--- src/rtl/ext_bus_pkg.sv ---
// Shared constants and types of the external bus strobe and ready controller
package ext_bus_pkg;
    localparam int DATA_W     = 16;
    localparam int BYTE_W     = 8;
    localparam int LOW_ADDR_W = 16;
    localparam int EXT_W      = 8;
    localparam int ADDR_W     = LOW_ADDR_W + EXT_W;
    localparam int WAIT_W     = 3;
    localparam int LANE_LO    = 0;
    localparam int LANE_HI    = 1;
    localparam int A0_BIT     = 0;

    typedef logic [1:0] lanes_t;
    localparam lanes_t LANES_NONE = 2'h0;
    localparam lanes_t LANES_LO   = 2'h1;
    localparam lanes_t LANES_HI   = 2'h2;

    localparam logic [WAIT_W-1:0] WAIT_NONE = 3'h0;
    localparam logic [WAIT_W-1:0] WAIT_ONE  = 3'h1;
    localparam logic [WAIT_W-1:0] WAIT_MAX_RST = 3'h3;

    localparam logic PIN_HIGH = 1'b1;
    localparam logic PIN_LOW  = 1'b0;
    localparam logic CLK_RST  = 1'b0;

    typedef enum logic [2:0] {
        ST_IDLE   = 3'h0,
        ST_ADDR   = 3'h1,
        ST_STROBE = 3'h2,
        ST_WAIT   = 3'h3,
        ST_END    = 3'h4
    } bus_state_e;
endpackage

--- src/rtl/pin_share_if.sv ---
// Bundle between the controller and its shared-pin multiplexer
`timescale 1ns/1ps
interface pin_share_if #(parameter int N = 8);
    logic [N-1:0] sel;
    logic [N-1:0] busBits;
    logic [N-1:0] busOe;
    logic [N-1:0] ioBits;
    logic [N-1:0] ioOe;
    logic [N-1:0] pinOut;
    logic [N-1:0] pinOe;
    modport mux  (input sel, busBits, busOe, ioBits, ioOe, output pinOut, pinOe);
    modport user (output sel, busBits, busOe, ioBits, ioOe, input pinOut, pinOe);
endinterface

--- src/rtl/ext_bus_ctrl.sv ---
// External bus strobes, byte enables, ready wait states and pin sharing
`timescale 1ns/1ps
// Behaviour
// - Full write strobe mode: strobe low on every external write.
// - Low-byte strobe mode: strobe low only when the even byte is written.
// - Strobe pin only strobes on external writes, else held high; plain I/O bit when not selected.
// - High bank selected by byte-high enable low, low bank by addr bit0 low.
// - Sixteen-bit lanes: low 0/1, high 1/0, both 0/0 as addr_bit0/bhe.
// - High-byte write mode: pin low only when writing an odd location.
// - Byte-high pin meaningful only in 16-bit cycles, else general I/O.
// - Strobe flavours taken from chip configuration inputs.
// - Ready high means bus cycles complete with no wait states.
// - Ready low before clock fall waits until rising edge with ready high.
// - Ready ignored for any cycle not on external memory.
// - Wait states per cycle capped at configured maximum.
// - Interrupt-out low while a pending interrupt needs the external bus.
// - Extended port pins each choose extended address or I/O.
// - Address/data pins are open-drain ports unless driving the bus strongly.
// - Dynamic width: width input low gives 8-bit, high gives 16-bit cycle.
// - Address-valid returns high at the end of each bus cycle.
module ext_bus_ctrl #(
    parameter int MAX_WAIT_W = ext_bus_pkg::WAIT_W
) (
    input  wire logic                               sys_clk,
    input  wire logic                               reset_n,
    input  wire logic                               reqValid,
    input  wire logic                               reqWrite,
    input  wire logic [ext_bus_pkg::ADDR_W-1:0]     reqAddr,
    input  wire logic [ext_bus_pkg::DATA_W-1:0]     reqWdata,
    input  wire ext_bus_pkg::lanes_t                reqLanes,
    output logic                                    reqReady,
    output logic                                    rspValid,
    output logic [ext_bus_pkg::DATA_W-1:0]          rspData,
    input  wire logic                               cfgWrLowByte,
    input  wire logic                               cfgWrhMode,
    input  wire logic                               cfgStrobeSel,
    input  wire logic                               cfgByteHighSel,
    input  wire logic                               cfgReadySel,
    input  wire logic                               cfgAdvSel,
    input  wire logic                               cfgBusDynamic,
    input  wire logic                               cfgBus16,
    input  wire logic [MAX_WAIT_W-1:0]              cfgMaxWait,
    input  wire logic                               lsioStrobeBit,
    input  wire logic                               lsioHighBit,
    input  wire logic                               lsioAdvBit,
    input  wire logic [ext_bus_pkg::EXT_W-1:0]      eportSel,
    input  wire logic [ext_bus_pkg::EXT_W-1:0]      eportIo,
    input  wire logic [ext_bus_pkg::EXT_W-1:0]      eportIoOe,
    input  wire logic [ext_bus_pkg::DATA_W-1:0]     adPortIo,
    input  wire logic                               intPending,
    input  wire logic                               intNeedsBus,
    input  wire logic                               readyPin,
    input  wire logic                               busWidthPin,
    input  wire logic [ext_bus_pkg::DATA_W-1:0]     adIn,
    output logic                                    half_rate_clock_out,
    output logic                                    address_valid_n,
    output logic                                    write_strobe_n,
    output logic                                    byte_high_en_n,
    output logic                                    addr_bit0,
    output logic [ext_bus_pkg::DATA_W-1:0]          adOut,
    output logic [ext_bus_pkg::DATA_W-1:0]          adOe,
    output logic [ext_bus_pkg::EXT_W-1:0]           eportOut,
    output logic [ext_bus_pkg::EXT_W-1:0]           eportOe,
    output logic                                    bus_interrupt_out_n,
    output logic                                    busActive
);
    import ext_bus_pkg::*;

    bus_state_e               state_r;
    logic                     half_rate_clock_out_r;
    logic                     readyMeta_r, readySync_r;
    logic                     widthMeta_r, widthSync_r;
    logic [DATA_W-1:0]        adMeta_r, adSync_r;
    logic                     jobValid_r, jobWrite_r, hiPending_r;
    logic [ADDR_W-1:0]        jobAddr_r;
    logic [DATA_W-1:0]        jobData_r;
    lanes_t                   jobLanes_r, cycLanes_r;
    logic                     cyc16_r, readyLow_r;
    logic [MAX_WAIT_W-1:0]    waitCnt_r;
    logic                     reqReady_r, rspValid_r;
    logic [DATA_W-1:0]        rspData_r;
    logic                     advN_r, strobeN_r, bheN_r, a0_r, intN_r, busy_r;
    logic [DATA_W-1:0]        adOut_r, adOe_r;
    logic [EXT_W-1:0]         epOut_r, epOe_r;
    logic                     rise, fall, take, width16, cycHi, inStrobe;
    logic                     waitDone, lastCycle;
    logic [DATA_W-1:0]        wrLanes;

    pin_share_if #(.N(EXT_W))  epIf ();
    pin_share_if #(.N(DATA_W)) adIf ();

    pin_share_mux #(.N(EXT_W), .OPEN_DRAIN(1'b0)) u_extended_addr_port (.pins(epIf));
    pin_share_mux #(.N(DATA_W), .OPEN_DRAIN(1'b1)) u_adport (.pins(adIf));

    // Phase of the output clock: transitions are taken where it rises
    assign rise = (half_rate_clock_out_r == CLK_RST);
    assign fall = ~rise;
    assign take = reqValid & reqReady_r;
    assign width16 = cfgBusDynamic ? widthSync_r : cfgBus16;
    assign cycHi = cycLanes_r[LANE_HI];
    assign inStrobe = (state_r == ST_STROBE) || (state_r == ST_WAIT);
    assign waitDone = readySync_r || ((waitCnt_r + WAIT_ONE) >= cfgMaxWait);
    assign lastCycle = ~(jobLanes_r[LANE_LO] & jobLanes_r[LANE_HI] & ~cyc16_r)
                       | hiPending_r;
    assign wrLanes = cyc16_r ? jobData_r
                   : (cycHi ? {{BYTE_W{1'b0}}, jobData_r[DATA_W-1:BYTE_W]} : jobData_r);

    always_ff @(posedge sys_clk)
    begin
        if (!reset_n)
            half_rate_clock_out_r <= CLK_RST;
        else
            half_rate_clock_out_r <= ~half_rate_clock_out_r;
    end

    // Pin inputs cross in through two flops each
    always_ff @(posedge sys_clk)
    begin
        if (!reset_n)
        begin
            readyMeta_r <= PIN_HIGH;
            readySync_r <= PIN_HIGH;
            widthMeta_r <= PIN_LOW;
            widthSync_r <= PIN_LOW;
            adMeta_r    <= '0;
            adSync_r    <= '0;
        end
        else
        begin
            readyMeta_r <= readyPin;
            readySync_r <= readyMeta_r;
            widthMeta_r <= busWidthPin;
            widthSync_r <= widthMeta_r;
            adMeta_r    <= adIn;
            adSync_r    <= adMeta_r;
        end
    end

    always_ff @(posedge sys_clk)
    begin
        if (!reset_n)
        begin
            jobValid_r <= 1'b0;
            jobWrite_r <= 1'b0;
            jobAddr_r  <= '0;
            jobData_r  <= '0;
            jobLanes_r <= LANES_NONE;
            reqReady_r <= 1'b1;
        end
        else if (take)
        begin
            jobValid_r <= 1'b1;
            jobWrite_r <= reqWrite;
            jobAddr_r  <= reqAddr;
            jobData_r  <= reqWdata;
            jobLanes_r <= reqLanes;
            reqReady_r <= 1'b0;
        end
        else if (state_r == ST_END && rise && lastCycle)
        begin
            jobValid_r <= 1'b0;
            reqReady_r <= 1'b1;
        end
    end

    always_ff @(posedge sys_clk)
    begin
        if (!reset_n)
        begin
            state_r     <= ST_IDLE;
            cycLanes_r  <= LANES_NONE;
            cyc16_r     <= 1'b0;
            hiPending_r <= 1'b0;
            readyLow_r  <= 1'b0;
            waitCnt_r   <= '0;
        end
        else
        begin
            unique case (state_r)
                ST_IDLE:
                    if (jobValid_r && rise)
                    begin
                        state_r   <= ST_ADDR;
                        cyc16_r   <= width16;
                        waitCnt_r <= '0;
                        // Eight-bit bus splits a word into low then high byte
                        if (width16)
                            cycLanes_r <= jobLanes_r;
                        else if (jobLanes_r[LANE_LO] && !hiPending_r)
                            cycLanes_r <= LANES_LO;
                        else
                            cycLanes_r <= LANES_HI;
                    end
                ST_ADDR:
                    if (rise)
                        state_r <= ST_STROBE;
                ST_STROBE:
                begin
                    if (fall)
                        readyLow_r <= ~readySync_r;
                    if (rise)
                    begin
                        if (readyLow_r && cfgReadySel && cfgMaxWait != WAIT_NONE)
                            state_r <= ST_WAIT;
                        else
                            state_r <= ST_END;
                    end
                end
                ST_WAIT:
                    if (rise)
                    begin
                        waitCnt_r <= waitCnt_r + WAIT_ONE;
                        if (waitDone)
                            state_r <= ST_END;
                    end
                ST_END:
                    if (rise)
                    begin
                        state_r     <= ST_IDLE;
                        readyLow_r  <= 1'b0;
                        hiPending_r <= ~lastCycle;
                    end
                default:
                    state_r <= ST_IDLE;
            endcase
        end
    end

    // Read data taken as the cycle closes: the pin synchroniser lags two clocks
    always_ff @(posedge sys_clk)
    begin
        if (!reset_n)
        begin
            rspValid_r <= 1'b0;
            rspData_r  <= '0;
        end
        else
        begin
            rspValid_r <= (state_r == ST_END) && rise && lastCycle && !jobWrite_r;
            if (state_r == ST_END && rise && !jobWrite_r)
            begin
                if (cyc16_r)
                    rspData_r <= adSync_r;
                else if (cycHi)
                    rspData_r[DATA_W-1:BYTE_W] <= adSync_r[BYTE_W-1:0];
                else
                    rspData_r[BYTE_W-1:0] <= adSync_r[BYTE_W-1:0];
            end
        end
    end

    // Shared-pin bundles
    assign epIf.sel     = eportSel;
    assign epIf.busBits = jobAddr_r[ADDR_W-1:LOW_ADDR_W];
    assign epIf.busOe   = {EXT_W{state_r != ST_IDLE}};
    assign epIf.ioBits  = eportIo;
    assign epIf.ioOe    = eportIoOe;

    assign adIf.sel     = {DATA_W{state_r != ST_IDLE}};
    assign adIf.busBits = (state_r == ST_ADDR)
                        ? {jobAddr_r[LOW_ADDR_W-1:1], ~cycLanes_r[LANE_LO] & ~cyc16_r | cycHi
                           & ~cycLanes_r[LANE_LO]}
                        : wrLanes;
    assign adIf.busOe   = {DATA_W{state_r == ST_ADDR || (jobWrite_r && state_r != ST_IDLE)}};
    assign adIf.ioBits  = adPortIo;
    assign adIf.ioOe    = '0;

    always_ff @(posedge sys_clk)
    begin
        if (!reset_n)
        begin
            advN_r    <= PIN_HIGH;
            strobeN_r <= PIN_HIGH;
            bheN_r    <= PIN_HIGH;
            a0_r      <= PIN_LOW;
            busy_r    <= 1'b0;
        end
        else
        begin
            busy_r <= (state_r != ST_IDLE);
            if (!cfgAdvSel)
                advN_r <= lsioAdvBit;
            else
                advN_r <= ~(state_r == ST_ADDR || inStrobe);
            if (!cfgStrobeSel)
                strobeN_r <= lsioStrobeBit;
            else if (inStrobe && jobWrite_r)
                strobeN_r <= cfgWrLowByte ? ~cycLanes_r[LANE_LO] : PIN_LOW;
            else
                strobeN_r <= PIN_HIGH;
            if (!cfgByteHighSel || !cyc16_r || state_r == ST_IDLE)
                bheN_r <= lsioHighBit;
            else if (cfgWrhMode)
                bheN_r <= ~(inStrobe && jobWrite_r && cycHi);
            else
                bheN_r <= ~cycHi;
            if (state_r != ST_IDLE)
                a0_r <= ~cycLanes_r[LANE_LO];
        end
    end

    always_ff @(posedge sys_clk)
    begin
        if (!reset_n)
        begin
            adOut_r <= '0;
            adOe_r  <= '0;
            epOut_r <= '0;
            epOe_r  <= '0;
            intN_r  <= PIN_HIGH;
        end
        else
        begin
            adOut_r <= adIf.pinOut;
            adOe_r  <= adIf.pinOe;
            epOut_r <= epIf.pinOut;
            epOe_r  <= epIf.pinOe;
            intN_r  <= ~(intPending & intNeedsBus);
        end
    end

    assign reqReady            = reqReady_r;
    assign rspValid            = rspValid_r;
    assign rspData             = rspData_r;
    assign half_rate_clock_out = half_rate_clock_out_r;
    assign address_valid_n     = advN_r;
    assign write_strobe_n      = strobeN_r;
    assign byte_high_en_n      = bheN_r;
    assign addr_bit0           = a0_r;
    assign adOut               = adOut_r;
    assign adOe                = adOe_r;
    assign eportOut            = epOut_r;
    assign eportOe             = epOe_r;
    assign bus_interrupt_out_n = intN_r;
    assign busActive           = busy_r;
endmodule // ext_bus_ctrl

--- src/rtl/pin_share_mux.sv ---
// Per-pin choice between bus function and port function
`timescale 1ns/1ps
module pin_share_mux #(
    parameter int N          = 8,
    parameter bit OPEN_DRAIN = 1'b0
) (
    pin_share_if.mux pins
);
    import ext_bus_pkg::*;

    for (genvar i = 0; i < N; i++)
    begin : g_pin
        always_comb
        begin
            if (pins.sel[i])
            begin
                pins.pinOut[i] = pins.busBits[i];
                pins.pinOe[i]  = pins.busOe[i];
            end
            else if (OPEN_DRAIN)
            begin
                // Port mode only pulls low; a one floats
                pins.pinOut[i] = PIN_LOW;
                pins.pinOe[i]  = ~pins.ioBits[i];
            end
            else
            begin
                pins.pinOut[i] = pins.ioBits[i];
                pins.pinOe[i]  = pins.ioOe[i];
            end
        end
    end
endmodule // pin_share_mux

--- config.mk ---
export PLATFORM = sky130hd
export DESIGN_NAME = ext_bus_ctrl
export DESIGN_NICKNAME = d
export VERILOG_FILES = /design/src/rtl/ext_bus_pkg.sv /design/src/rtl/pin_share_if.sv /design/src/rtl/ext_bus_ctrl.sv /design/src/rtl/pin_share_mux.sv
export SDC_FILE = /design/constraint.sdc
export NUM_CORES = 1
export LEC_CHECK = 0
export BUFFER_PORTS_ARGS = -buffer_cell sky130_fd_sc_hd__buf_2
export CAP_MARGIN = 0
export CORE_UTILIZATION = 45
export DETAILED_ROUTE_END_ITERATION = 10
export HOLD_SLACK_MARGIN = 0.1
export PLACE_DENSITY = 0.79
export SLEW_MARGIN = 20
export SYNTH_ARGS = -nofsm -noshare
export SYNTH_HDL_FRONTEND = slang
export SYNTH_SLANG_ARGS = --single-unit
--- constraint.sdc ---
create_clock -name sys_clk -period 2.2 [get_ports sys_clk]
set_clock_uncertainty 0.15 [all_clocks]
set_input_delay 0.11 -clock sys_clk [delete_from_list [all_inputs] [get_ports sys_clk]]
set_output_delay 0.11 -clock sys_clk [all_outputs]
set_load 0.02 [all_outputs]
# Word-level counts from Yosys, hierarchy flattened
# Index checks and enable logic that the tools add are counted.
# classes
eq_ne	12
reduce_logical	36
addsub	1
mul	0
shift	0
div	0
n_lt_le_gt_ge	1
bitwise_logic	34
mux	65
# op_table
op	count
$mux W16	4
$mux W1	45
$mux W3	9
$not A1 Y1	26
$mux W8	2
$pmux W3 S5	1
$ne A2 B2 Y1 const B	7
$logic_and A1 B1 Y1	11
$reduce_and A2 Y1	5
$reduce_bool A2 Y1	4
$and A1 B1 Y1	6
$eq A3 B2 Y1 const B	2
$logic_or A1 B1 Y1	6
$pmux W3 S2	1
$reduce_and A3 Y1	2
$reduce_and A6 Y1	1
$reduce_bool A3 Y1	2
$logic_not A1 Y1	4
$mux W2	2
$add A3 B1 Y3 const B	1
$eq A3 B1 Y1 const B	1
$eq A3 B3 Y1 const B	1
$ge A3 B3 Y1	1
$logic_not A3 Y1	1
3 further kinds	4
# totals
in_bits	120
out_inout_bits	73
mem_count	0
mem_bits_rw	0
register_bits	164
elab_cells	181
romBits	0
latchBits	0

# Depth between registers and ports, before layout
# logic_depth
word_depth	7
ltp_mapped	7
mapped_depth_nobuf	7

# Modules after synthesis
# Synthesis repeated with hierarchy kept, for this count alone.
# hier_totals
hier_cells	667
hier_area_um2	6332.3
# by_module_without_submodules
module	cells_each	seq_area_each_um2	instances	area_each_um2
ext_bus_ctrl	603	3263.1	1	5859.4
pin_share_mux (u_adport)	48	0.0	1	240.2
pin_share_mux (u_extended_addr_port)	16	0.0	1	232.7

# Least setup slack after synthesis
# Ideal clock, no wire load.
# synth_timing
path_type	register to register
startpoint	register half_rate_clock_out_r, in the netlist half_rate_clock_out
endpoint	register rspData_r[14], in the netlist rspData[14]
required_ps	1971
setup_time_ps	79
path_stages_with_launch	6
arrival_time_ps	1645
path_slack_ps	325
path_cell_list	dfxtp_1 or4b_4 nor3_4 buf_6 nor2_1 a211oi_2
# synth_between
elab_chain_len	4
# synth_lines
element	line	text
start, declared	ext_bus_ctrl.sv:70	logic half_rate_clock_out_r;
start signal, assigned	ext_bus_ctrl.sv:113	half_rate_clock_out_r <= ~half_rate_clock_out_r;
$not A1 Y1 (no line)	-	
$logic_and A1 B1 Y1 (2 in a row)	ext_bus_ctrl.sv:240	if (state_r == ST_END && rise && !jobWrite_r)
$reduce_and A2 Y1 (no line)	-	
end signal, assigned	ext_bus_ctrl.sv:243	rspData_r <= adSync_r;
end signal, assigned by index	ext_bus_ctrl.sv:245	rspData_r[DATA_W-1:BYTE_W] <= adSync_r[BYTE_W-1:0];
end signal, assigned by index	ext_bus_ctrl.sv:247	rspData_r[BYTE_W-1:0] <= adSync_r[BYTE_W-1:0];
end, declared	ext_bus_ctrl.sv:81	logic [DATA_W-1:0] rspData_r;
# Every way passes these cells.
# A chain may end at the register's enable or synchronous reset.

# Worst setup path after layout
# layout_timing
startpoint	register state_r[2]
endpoint	register rspData_r[0], in the netlist rspData[0]
# layout_between
elab_chain_len	4
# layout_lines
element	line	text
start, declared	ext_bus_ctrl.sv:69	bus_state_e state_r;
start signal, assigned	ext_bus_ctrl.sv:170	state_r <= ST_IDLE;
start signal, assigned	ext_bus_ctrl.sv:183	state_r <= ST_ADDR;
start signal, assigned	ext_bus_ctrl.sv:196	state_r <= ST_STROBE;
$eq A3 B3 Y1	ext_bus_ctrl.sv:240	
$logic_and A1 B1 Y1 (2 in a row)	ext_bus_ctrl.sv:240	
$reduce_and A2 Y1 (no line)	-	
# Every way passes these cells.

==> out/results.txt <==
Status = completed
Worst R2R End = rspData[0]
Area Growth Syn to Fin = 52.36%
WP data required = 2.34 ns
P per Cell Area = 884.5 nW/um^2
Share of power burned in registers = 0.421
Worst Path Max Fanout = 8
Synth cell types = 46
Initial DRC count = 395
Max cap viols = 0
Final Wtd Congestion = 0.7916
Die Area = 13,310 um^2
CTS tree = yes
Startpoint types = flip-flop
Slew headroom = 0.5242
Crit Path Class = reg -> reg
Final period utilization = 0.8770
Synthesized net count = 758
Fraction of power spent switching nets = 0.2863
CTS Sinks = 163
Clk_lat worst skew = 0.42 ns
Hold path endpoint = state_r[1]
Count leader, synth = dfxtp_1
Final Cell Area = 8811 um^2
CTS Root Cell = clkbuf_16
Combinational Power Share = 0.190
EDFF count, synth = 0
Worst Max-Slew Pin Slew = 0.7048 ns
Avg WL per Cell = 14.45 um
Reg-to-reg startpoint = state_r[2]
Fmax achieved = 518.3 MHz
Met2 Track Usage GR = 0.4323
Floorplan core area = 12,570 um^2
Total wire length = 16,420 um
Sequential area share after synthesis = 0.5643
Max IR drop VDD = 0.6892 mV
Synthesized area = 5783 um^2
Met3 usage = 0.05746
Layout cells sized above 1 = 0.2648
Hold path start = cfgMaxWait[2]
Internal = 0.005562 W
TritonRoute pass-1 iters = 5
Grt ovf = 0
CP max stage cell = or4b_4
Synthesis Warnings = 0
Cells along the critical path = or4b_4, nor3b_2, buf_4, mux2i_1, nor2_1
R2R depth = 5
RSZ-0062 raised after global routing = no
Vias per cell = 4.910
Post-CTS setup buffer count = 0
Final Hold Viols = 0
Clk pwr share = 0.389
Initial Util = 0.4601
Worst Hold Path Cells = 6
Grt met1 use = 0.2819
Nets = 1,074
Number of global-route vias before repair = 5,333
Top_reg_cell synth = dfxtp_1
WP buf/inv = 1
# setup viols final = 0
Worst hold path class = in -> reg
Vias = 5,578
Largest net degree at the start of global routing = 46
Clock transition at path regs = 0.07 ns
Overall Global Routing Usage = 0.2494
Top-area cell type share of the netlist area = 0.5643
Ranking of synthesized cells by area = dfxtp_1 (56%), nand2_1 (6.6%), nor2_1 (6.6%)
Clk buf depth = 2
GR peak layer = met2
Synth async-reset ratio = 0
Critical path's largest stage delay = 0.55 ns
Switching pwr = 0.002231 W
# rows = 41
Static Leak = 3.971 nW
Arrival @ worst endpoint = 2.07 ns
Slew Viols, Final = 0
Largest delay share family, worst path = simple AND/OR/NAND/NOR gates
Initial antenna violation count = 0
Post-synthesis register bit count = 163
First-pass GRT wire length = 25,340 um
DPL Wire Length = 9029 um
Placed instance area = 6949 um^2
Crit end category = flip-flop
Max H-tree Level = 4
Number of CTS-inserted buffers = 17
PostCTS Resize Cnt = 0
Mapped Cells = 634
Yosys top cell by area = dfxtp_1
I/O pin total = 193
Die X = 115.4 um
Mean post-synth cell area = 9.122 um^2
Final ANT Viol Nets = 0
DRC violations left = 0
Post-layout min period = 1.929 ns
I/O Buffers = 191
Die Y = 115.4 um
Setup_tns = 0 ns
# hold bufs at CTS = 125
Commonest cells post-synth = dfxtp_1 (163), nand2_1 (102), nor2_1 (101)
R2R setup slack = 0.27 ns
## worst max-delay path by stage
stage                             start  cells after the start           to
floorplan           half_rate_clock_out                      5  rspData[14]
global placement             state_r[2]                      5   rspData[7]
detailed placement           state_r[2]                      5   rspData[7]
CTS                          state_r[2]                      5   rspData[0]
global route                 state_r[2]                      5  rspData[12]
finish                       state_r[2]                      5   rspData[0]
## per-stage QoR
stage	std cells	utilization	setup slack, ns	hold slack, ns	total power, W
final	1136	0.7010	0.2706	0.1245	0.007793
after global routing	1135	0.7008	0.1149	0.2097	0.008115
after CTS	1135	0.7008	0.2659	0.1009	0.007775
after detailed placement	978	0.5529	0.3104	0.1419	0.004575
after global placement	978	0.5529	0.3603	0.1355	0.004554
after floorplan	634	-	0.3254	0.03183	0.004136
## worst min-delay path: cells and delay by family
family                     cells  cell delay (ns)
AOI/OAI and AO/OA              2             0.20
buffers and inverters          2             0.15
adders and majority gates      1             0.14
and+or+nand+nor                1             0.04
## per-layer routing
| layer | vias up | routed length, um |
|---|---|---|
| met2 | 221 | 8201 |
| li1 | 2735 | - |
| met1 | 2568 | 6800 |
| met4 | 0 | 597 |
| met3 | 54 | 818 |
| met5 | - | 0 |
## logic make-up after synthesis
logic type	count (synthesis)	synth area share
AO/OA/AOI/OAI	105	0.1123
XOR/XNOR	1	0.001515
adder cells (fa/ha/maj)	4	0.008655
buffers and inverters	50	0.03635
flip-flops	163	0.5643
multiplexers	37	0.06426
AND/OR/NAND/NOR	274	0.2127
## power by group through the flow
stage,sequential [W],clock [W],combinational (W)
6_report,0.00328,0.00303,0.00148
5_1_grt,0.00331,0.00320,0.00161
4_1_cts,0.00327,0.00306,0.00144
3_5_place_dp,0.00334,0,0.00124
3_3_place_gp,0.00333,0,0.00122
2_1_floorplan,0.00350,0,0.000640
## sequential cells by signal, indices dropped and copies added, names as in the netlist, 2 cells and up
signal      cells
jobAddr_r      23
adMeta_r       16
adOe           16
adOut          16
adSync_r       16
jobData_r      16
rspData        16
eportOe         8
eportOut        8
state_r         3
waitCnt_r       3
cycLanes_r      2
jobLanes_r      2
## layout make-up
class                      instances  area, um^2
sequential                       163        3263
fill                             912        3757
clock inverter                    14       168.9
multi-input combinational        421        2315
clock buffer                      18       439.2
inverter                           9       35.03
antenna                            1       2.502
timing repair buffer             338        2372
tap                              172       215.2
## placed cells by master, fill, tap and decap left out, types with 2 or more instances in the layout
master,Yosys,routed
clkinv_4,0,3
a211oi_2,2,2
bufinv_16,0,2
buf_4,1,22
nor2b_1,2,2
nor3b_1,5,4
a21boi_0,2,2
nor2_1,101,101
o21ai_0,9,9
nand2b_1,5,5
a211oi_1,24,24
clkbuf_16,0,17
mux2i_1,36,36
nand3_1,12,12
inv_1,9,8
dlygate4sd3_1,0,125
ha_1,4,4
inv_6,0,6
dfxtp_1,163,163
o21a_1,2,2
buf_2,3,191
and2_1,35,35
nor3_1,2,2
nor3b_2,1,2
nand2_1,102,102
inv_8,0,2
a21oi_1,54,54
a22oi_1,2,2
Power figures use the tool's default switching activity.
